`config.mk`:
```
export PLATFORM = sky130hd
export DESIGN_NAME = pifeb_bank
export DESIGN_NICKNAME = d
export VERILOG_FILES = /design/src/rtl/pifeb_bank.v /design/src/rtl/pifeb_flag_cell.v
export VERILOG_INCLUDE_DIRS = /design/src /design/src/rtl
export SDC_FILE = /design/constraint.sdc
export NUM_CORES = 1
export LEC_CHECK = 0
export BUFFER_PORTS_ARGS = -buffer_cell sky130_fd_sc_hd__buf_2
export CORE_MARGIN = 4
export CORE_UTILIZATION = 50
export DETAILED_ROUTE_END_ITERATION = 6
export PLACE_DENSITY = 0.91
export RECOVER_POWER = 25
export SLEW_MARGIN = 30
export SYNTH_ARGS = -nofsm -noshare
export SYNTH_HDL_FRONTEND = slang
export SYNTH_SLANG_ARGS = --single-unit
```
`constraint.sdc`:
```
create_clock -name pclk -period 3.65 [get_ports pclk]
set_input_delay 0.365 -clock pclk [delete_from_list [all_inputs] [get_ports pclk]]
set_output_delay 0.365 -clock pclk [all_outputs]
set_load 0.005 [all_outputs]
```
`src/rtl/pifeb_defines.vh`:
```
`ifndef PIFEB_DEFINES_VH
`define PIFEB_DEFINES_VH

// register byte offsets on the apb bus
`define PIFEB_OFF_FLAGS_TWO     12'h000
`define PIFEB_OFF_FLAGS_THREE   12'h004
`define PIFEB_OFF_ENABLES_ONE   12'h008
`define PIFEB_OFF_ENABLES_TWO   12'h00C
`define PIFEB_OFF_ENABLES_THREE 12'h010
`define PIFEB_OFF_CONTROL       12'h014
`define PIFEB_OFF_STATUS        12'h018
`define PIFEB_OFF_IRQ_STATUS    12'h01C
`define PIFEB_OFF_IRQ_MASK      12'h020

// implemented-bit masks; unimplemented bits read zero and ignore writes
`define PIFEB_MASK_TWO          8'h5F
`define PIFEB_MASK_THREE        8'h3F
`define PIFEB_MASK_ONE          8'hFF
// software-writable bits of the third flag register (serial bits are read-only)
`define PIFEB_MASK_THREE_SW     8'h0F

// field positions
`define PIFEB_BIT_CMP           6
`define PIFEB_BIT_NVW           4
`define PIFEB_BIT_BCOL          3
`define PIFEB_BIT_LVD           2
`define PIFEB_BIT_TMR3          1
`define PIFEB_BIT_CCP2          0
`define PIFEB_BIT_RX2           5
`define PIFEB_BIT_TX2           4
`define PIFEB_BIT_PSP           7
`define PIFEB_CTL_PERIPHERAL_GROUP_ENABLE          0
`define PIFEB_CTL_PRIORITY_LEVELS_ENABLE          1
`define PIFEB_CTL_MCU           2
`define PIFEB_CTL_BIGPKG        3
`define PIFEB_EV_REQ            0
`define PIFEB_EV_ACC            1

// reset values
`define PIFEB_RST_BYTE          8'h00
`define PIFEB_RST_WORD          32'h0000_0000
`define PIFEB_RST_CTL           4'h0
`define PIFEB_RST_EV            2'h0

`endif

```
`src/rtl/pifeb_bank.v`:
```
`timescale 1ns/10ps
`include "pifeb_defines.vh"
// How it works
// - comparator change sets flag bit 6 of flags two; software writes zero to clear.
// - nonvolatile write completion sets bit 4; zero while pending or never started.
// - bus collision as i2c master sets bit 3; cleared by software.
// - supply below trip point sets low-voltage bit 2; cleared by software.
// - third timer overflow sets bit 1; cleared by software.
// - capture/compare two event sets bit 0; unused in pwm; software clear only.
// - serial two receive flag is read-only, one while receive buffer full.
// - serial two transmit flag is read-only, one while transmit buffer empty.
// - fourth timer period event sets flags three bit 3; cleared by software.
// - capture/compare three to five set flags three bits 2-0; software cleared.
// - unimplemented bits read zero and ignore writes.
// - with priority levels off, peripheral group enable must be set for requests.
// - enables one holds eight per-source enables, reset to zero.
// - parallel port enable only acts on large variant in microcontroller mode.
// - enables two matches flags two layout, reset to zero.
// - enables three covers serial two, timer four and capture three to five.
// - flags set on their condition regardless of any enable bit.
module pifeb_bank (
   input  wire        pclk,
   input  wire        presetn,
   // apb slave
   input  wire        psel,
   input  wire        penable,
   input  wire        pwrite,
   input  wire [11:0] paddr,
   input  wire [31:0] pwdata,
   output reg  [31:0] prdata,
   output reg         pready,
   output reg         pslverr,
   // peripheral event pulses, same clock domain
   input  wire        comparator_change_evt,
   input  wire        nv_write_done_evt,
   input  wire        bus_collision_evt,
   input  wire        low_voltage_evt,
   input  wire        timer_three_overflow_evt,
   input  wire        capcmp_two_evt,
   input  wire        timer_four_event_evt,
   input  wire [2:0]  capcmp_three_to_five_evt,
   // serial two buffer levels from the serial port
   input  wire        serial_two_rx_full,
   input  wire        serial_two_tx_empty,
   // first flag register contents, kept by the core side
   input  wire [7:0]  periph_flags_one,
   // requests to the core
   output reg         periph_irq_req,
   output reg         irq
);

   ////////////////////////////////////////////////////////////////////////
   // bus decode

   wire       wr_en = psel & penable & pwrite;
   wire       rd_en = psel & penable & ~pwrite;
   wire [7:0] wb    = pwdata[7:0];

   wire hit_f2  = (paddr == `PIFEB_OFF_FLAGS_TWO);
   wire hit_f3  = (paddr == `PIFEB_OFF_FLAGS_THREE);
   wire hit_e1  = (paddr == `PIFEB_OFF_ENABLES_ONE);
   wire hit_e2  = (paddr == `PIFEB_OFF_ENABLES_TWO);
   wire hit_e3  = (paddr == `PIFEB_OFF_ENABLES_THREE);
   wire hit_ctl = (paddr == `PIFEB_OFF_CONTROL);
   wire hit_st  = (paddr == `PIFEB_OFF_STATUS);
   wire hit_is  = (paddr == `PIFEB_OFF_IRQ_STATUS);
   wire hit_im  = (paddr == `PIFEB_OFF_IRQ_MASK);
   wire hit_any = hit_f2 | hit_f3 | hit_e1 | hit_e2 | hit_e3 | hit_ctl | hit_st | hit_is | hit_im;

   ////////////////////////////////////////////////////////////////////////
   // sticky flags; software clears a bit by writing zero to it

   wire [7:0] set_two;
   wire [7:0] set_three;
   wire [7:0] flags_two;
   wire [7:0] flags_three_sw;
   wire [7:0] clr_two;
   wire [7:0] clr_three;

   // events set flags whatever the enables say, so polling works
   assign set_two = {1'b0, comparator_change_evt, 1'b0, nv_write_done_evt,
                     bus_collision_evt, low_voltage_evt,
                     timer_three_overflow_evt, capcmp_two_evt};
   assign set_three = {4'h0, timer_four_event_evt, capcmp_three_to_five_evt};

   // a written zero on a software-writable bit clears it; ones are ignored
   assign clr_two   = (wr_en & hit_f2) ? (~wb & `PIFEB_MASK_TWO)      : 8'h00;
   assign clr_three = (wr_en & hit_f3) ? (~wb & `PIFEB_MASK_THREE_SW) : 8'h00;

   // one cell per bit; unimplemented positions have no set and no clear
   genvar gi;
   generate
      for (gi = 0; gi < 8; gi = gi + 1) begin : g_flag
         pifeb_flag_cell u_two (
            .pclk      (pclk),
            .presetn   (presetn),
            .set_pulse (set_two[gi]),
            .clr_pulse (clr_two[gi]),
            .flag_r    (flags_two[gi])
         );
         pifeb_flag_cell u_three (
            .pclk      (pclk),
            .presetn   (presetn),
            .set_pulse (set_three[gi]),
            .clr_pulse (clr_three[gi]),
            .flag_r    (flags_three_sw[gi])
         );
      end
   endgenerate

   // serial two flags follow the buffer state, no storage here
   wire [7:0] flags_three;
   assign flags_three = (flags_three_sw & `PIFEB_MASK_THREE_SW) |
                        ({7'h00, serial_two_rx_full} << `PIFEB_BIT_RX2) |
                        ({7'h00, serial_two_tx_empty} << `PIFEB_BIT_TX2);

   wire [7:0] flags_two_rd = flags_two & `PIFEB_MASK_TWO;

   ////////////////////////////////////////////////////////////////////////
   // enable and control registers

   reg [7:0] en_one_r;
   reg [7:0] en_two_r;
   reg [7:0] en_three_r;
   reg [3:0] ctl_r;

   // enables reset to zero; unimplemented bits are masked on write
   always @(posedge pclk or negedge presetn) begin
      if (!presetn) begin
         en_one_r   <= `PIFEB_RST_BYTE;
         en_two_r   <= `PIFEB_RST_BYTE;
         en_three_r <= `PIFEB_RST_BYTE;
         ctl_r      <= `PIFEB_RST_CTL;
      end else if (wr_en) begin
         if (hit_e1) begin
            en_one_r <= wb & `PIFEB_MASK_ONE;
         end
         if (hit_e2) begin
            en_two_r <= wb & `PIFEB_MASK_TWO;
         end
         if (hit_e3) begin
            en_three_r <= wb & `PIFEB_MASK_THREE;
         end
         if (hit_ctl) begin
            ctl_r <= pwdata[3:0];
         end
      end
   end

   ////////////////////////////////////////////////////////////////////////
   // request combine

   wire peripheral_group_enable   = ctl_r[`PIFEB_CTL_PERIPHERAL_GROUP_ENABLE];
   wire priority_levels_enable   = ctl_r[`PIFEB_CTL_PRIORITY_LEVELS_ENABLE];
   // parallel port enable only counts on the large part in mcu mode
   wire psp_ok = ctl_r[`PIFEB_CTL_MCU] & ctl_r[`PIFEB_CTL_BIGPKG];
   wire [7:0] en_one_eff = en_one_r & {psp_ok, 7'h7F};

   wire any_src = (|(periph_flags_one & en_one_eff)) |
                  (|(flags_two_rd & en_two_r)) |
                  (|(flags_three & en_three_r));
   // group enable only matters with priority levels off
   wire req_nxt = any_src & (priority_levels_enable | peripheral_group_enable);

   ////////////////////////////////////////////////////////////////////////
   // interrupt bookkeeping: request rise and bus error events

   reg [1:0] ev_st_r;
   reg [1:0] ev_mask_r;
   reg       req_d_r;
   wire      bad_acc = psel & penable & ~hit_any;
   wire [1:0] ev_set = {bad_acc, req_nxt & ~req_d_r};
   wire [1:0] ev_clr = (wr_en & hit_is) ? pwdata[1:0] : 2'h0;

   // set wins over write-one-to-clear
   always @(posedge pclk or negedge presetn) begin
      if (!presetn) begin
         ev_st_r   <= `PIFEB_RST_EV;
         ev_mask_r <= `PIFEB_RST_EV;
         req_d_r   <= 1'b0;
      end else begin
         ev_st_r <= ev_set | (ev_st_r & ~ev_clr);
         req_d_r <= req_nxt;
         if (wr_en & hit_im) begin
            ev_mask_r <= pwdata[1:0];
         end
      end
   end

   // outputs registered so the core never sees decode glitches
   always @(posedge pclk or negedge presetn) begin
      if (!presetn) begin
         periph_irq_req <= 1'b0;
         irq            <= 1'b0;
      end else begin
         periph_irq_req <= req_nxt;
         irq            <= |((ev_set | (ev_st_r & ~ev_clr)) & ev_mask_r);
      end
   end

   ////////////////////////////////////////////////////////////////////////
   // apb read path; zero wait states, error on unmapped addresses

   reg [31:0] rd_nxt;

   always @* begin
      rd_nxt = `PIFEB_RST_WORD;
      case (1'b1)
         hit_f2:  rd_nxt = {24'h0, flags_two_rd};
         hit_f3:  rd_nxt = {24'h0, flags_three};
         hit_e1:  rd_nxt = {24'h0, en_one_r};
         hit_e2:  rd_nxt = {24'h0, en_two_r};
         hit_e3:  rd_nxt = {24'h0, en_three_r};
         hit_ctl: rd_nxt = {28'h0, ctl_r};
         hit_st:  rd_nxt = {31'h0, req_nxt};
         hit_is:  rd_nxt = {30'h0, ev_st_r};
         hit_im:  rd_nxt = {30'h0, ev_mask_r};
         default: rd_nxt = `PIFEB_RST_WORD;
      endcase
   end

   // answer registered in the setup cycle so pready is high at the access edge
   always @(posedge pclk or negedge presetn) begin
      if (!presetn) begin
         prdata  <= `PIFEB_RST_WORD;
         pready  <= 1'b0;
         pslverr <= 1'b0;
      end else begin
         pready  <= psel & ~penable;
         pslverr <= psel & ~penable & ~hit_any;
         prdata  <= (psel & ~penable & ~pwrite) ? rd_nxt : `PIFEB_RST_WORD;
      end
   end

   // rd_en kept for clarity of the read strobe; reads have no side effect here
   wire unused_rd = rd_en;

endmodule

```
`src/rtl/pifeb_flag_cell.v`:
```
`timescale 1ns/10ps
// one sticky flag: hardware set wins over a software clear in the same cycle
module pifeb_flag_cell (
   input  wire pclk,
   input  wire presetn,
   input  wire set_pulse,
   input  wire clr_pulse,
   output reg  flag_r
);

   // set has priority so an event at the clear edge is never lost
   always @(posedge pclk or negedge presetn) begin
      if (!presetn) begin
         flag_r <= 1'b0;
      end else if (set_pulse) begin
         flag_r <= 1'b1;
      end else if (clr_pulse) begin
         flag_r <= 1'b0;
      end
   end

endmodule

```
==> impl_metrics.py <==
metrics = {
    "run": {
        "cap_violations": 0,
    },
    "synth": {
        "synth_top_cell_area_share_pct": 46.0,
        "syn_area_um2": 2720,
        "synth_cell_types": 45,
        "synthArstFlopShare_pct": 100,
        "synth-simple-area-share_pct": 15.5,
        "yosysSeqAreaShare_pct": 46.0,
        "synth_edf_count": 0,
        "synth_flop_cell": "dfrtp_1",
        "synth-xor-area-share_pct": 0,
        "synth-seq-cells": 50,
        "synthAdderAreaFrac_pct": 0,
        "syn_area_per_cell_um2": 10.9,
        "syn_inst": 250,
        "synth_mux_area_share_pct": 14.9,
        "synth_area_leaders": "dfrtp_1, buf_4, mux2_2, mux2_4, mux2_1",
        "synth_top_family_by_area": "simple AND/OR/NAND/NOR gates",
        "yosysTopAreaCell": "dfrtp_1",
        "yosys_warnings": 0,
        "synth-compound-area-share_pct": 14.0,
    },
    "sta": {
        "clock.fmax_ghz": 0.510,
        "fin_crit_ns": 1.96,
        "rsz0062_at_grt": "no",
        "skew_ns": 0.00650,
        "setup_tns_ns": 0,
        "maxSlewViolCount": 0,
        "relSlewSlack_pct": 59.1,
        "fin_crit_sh_pct": 53.8,
        "setup-violations-final": 0,
        "timing.final.ws_setup_ns": 1.69,
        "tightest_slew_ns": 0.614,
        "hold_viol_final": 0,
    },
    "clocking": {
        "clkLatencyLatePin_ns": 0.31,
        "clock_sinks": 50,
        "cts_setup_buffers": 0,
        "max-clock-path-buffers": 2,
        "cts_resized": 0,
        "h-tree-depth": 2,
        "clk_pin_slew_worst_paths_ns": 0.09,
        "cts_buffers": 5,
        "cts_tree": "yes",
        "hold_buffers": 0,
        "cts_root_buf": "clkbuf_8",
    },
    "power": {
        "peakVddDrop_mv": 0.276,
        "pwr_density_cell_nw_per_um2": 330,
        "power_mw": 1.01,
        "power.leakage_nw": 1.46,
    },
    "route": {
        "ant_nets": 0,
        "drt-pass1-iter-count": 4,
        "wl_mm": 6.35,
        "wire_per_inst_um": 17.1,
        "detail_route.vias_per_cell": 5.66,
        "drt-initial-drc-count": 309,
        "via_count": 2105,
        "drc": 0,
    },
    "grt": {
        "antenna_found_initial": 0,
        "first_global_vias": 2117,
        "grtUsageTotal_pct": 20.2,
        "grt-ovfl-total": 0,
        "grt_pass1_wl_mm": 10.1,
        "grt_max_degree": 51,
    },
    "place": {
        "io_buffers": 56,
        "dpl.hpwl_mm": 4.70,
        "place_ws_ns": 1.37,
        "placed_cells": 364,
        "place.gp.congestion": 0.937,
        "placed_area_um2": 2940,
    },
    "final_layout": {
        "fin_area_um2": 3050,
        "fillers": 433,
        "multi_input_area_um2": 1300,
        "fin_nets": 370,
        "layout-drive-gt1-share_pct": 29.5,
        "fin_cells": 372,
        "diodes": 0,
        "area_growth_pct": 12.1,
        "seq_area_um2": 1250,
    },
    "status": {
        "status": "completed",
    },
    "floorplan": {
        "die_area_um2": 6690,
        "io_pins": 105,
        "core_area_um2": 5200,
        "fp.dieW_um": 81.8,
        "die_y_um": 81.8,
        "rows": 26,
        "start_util_pct": 52.3,
    },
    "worst_setup_path": {
        "r2r_cells": 5,
        "startpoint_type": "primary input",
        "required_ns": 3.84,
        "worstSetupPathType": "primary input to flip-flop",
        "crit_fanout": 11,
        "endpoint_kind": "flip-flop",
        "crit_arrival_ns": 2.16,
    },
    "hold_path": {
        "min_path_type": "primary input to asynchronous set/reset pin",
    },
}
[sequential cells by signal, summed over array words and instances, names as in the netlist]
| register | count |
|---|---|
| ctl_r | 4 |
| en_one_r | 8 |
| en_three_r | 6 |
| en_two_r | 6 |
| ev_mask_r | 2 |
| ev_st_r | 2 |
| g_flag.u_three.flag_r | 4 |
| g_flag.u_two.flag_r | 6 |
| irq | 1 |
| periph_irq_req | 1 |
| prdata | 8 |
| pready | 1 |
| pslverr | 1 |
[power by group]
part	switching, mW	total (mW)	internal [mW]	leakage (nW)
registers	0.000526	0.555	0.555	0.629
clock network	0.178	0.369	0.191	0.0575
logic	0.0550	0.0845	0.0295	0.776
total	0.233	1.01	0.776	1.46
[cell families after synthesis]
| kind of cell | count (synthesis) |
|---|---|
| AO/OA/AOI/OAI | 56 |
| buffers and inverters | 41 |
| flip-flops | 50 |
| multiplexers | 34 |
| other | 1 |
| AND/OR/NAND/NOR | 68 |
[cells in the mapped netlist, drive strengths merged (3+ instances only)]
cell type	count
a221oi	3
and3	5
buf	31
nand2	13
nand3	11
nor2	8
nor2b	4
a22oi	4
a21oi	12
nand2b	12
mux2	29
dfrtp	50
mux2i	5
a22o	4
and4	6
o21ai	15
inv	5
nand4	3
clkbuf	4
[per-layer routing]
metal | wire length [µm] | share of wire [%] | vias up | track usage (%)
li1 | - | - | 967 | -
met1 | 2590 | 41 | 1029 | 25.8
met2 | 3220 | 51 | 100 | 33.7
met3 | 462 | 7.3 | 9 | 4.17
met4 | 83 | 1.3 | 0 | 7.64
met5 | 0 | 0 | - | 0
[through the flow]
stage	util [%]	hold WS, ns
floorplan	-	0.0694
global placement	56.5	0.504
finish	58.7	0.0655
detailed placement	56.5	0.424
CTS	58.7	0.0937
global route	58.7	0.127
[layout make-up]
type,instances,area share (%)
clock buffer,8,3.61
tap,70,2.87
multi-input combinational,182,42.5
sequential,50,41.0
inverter,6,0.738
timing repair buffer,56,9.26
[final timing paths]
check,start,endpoint,slack [ns]
max in group asynchronous,presetn,prdata[3],3.17
min in group pclk,comparator_change_evt,g_flag[6].u_two.flag_r,0.24
setup / recovery,paddr[7],en_two_r[2],1.69
hold / removal,presetn,ctl_r[1],0.07
setup reg to reg,g_flag[2].u_two.flag_r,irq,1.92
hold reg to reg,en_three_r[2],en_three_r[2],0.54
[worst max-delay path: stages]
cell and delay (ns):
buf_2 0.11, nor4_4 0.38, and2_1 0.42, and4_1 0.50, mux2_2 0.38
[cells in the final DEF, fill, tap and decap left out, drive strengths merged, types with 2 or more instances in the layout]
master	n
nand2b	12
a211oi	2
a21oi	12
o21ai	15
o31ai	2
clkbuf	8
nand3	11
and3	5
nor2b	4
dfrtp	50
and4	6
a2bb2oi	2
a22oi	4
inv	5
mux2i	5
conb	24
a21o	2
o211ai	2
a22o	4
nor2	8
a221oi	3
nor4	2
buf	56
mux2	29
nand4	3
nand2	13
a222oi	2
No activity file was read; power rests on OpenSTA's default activity.
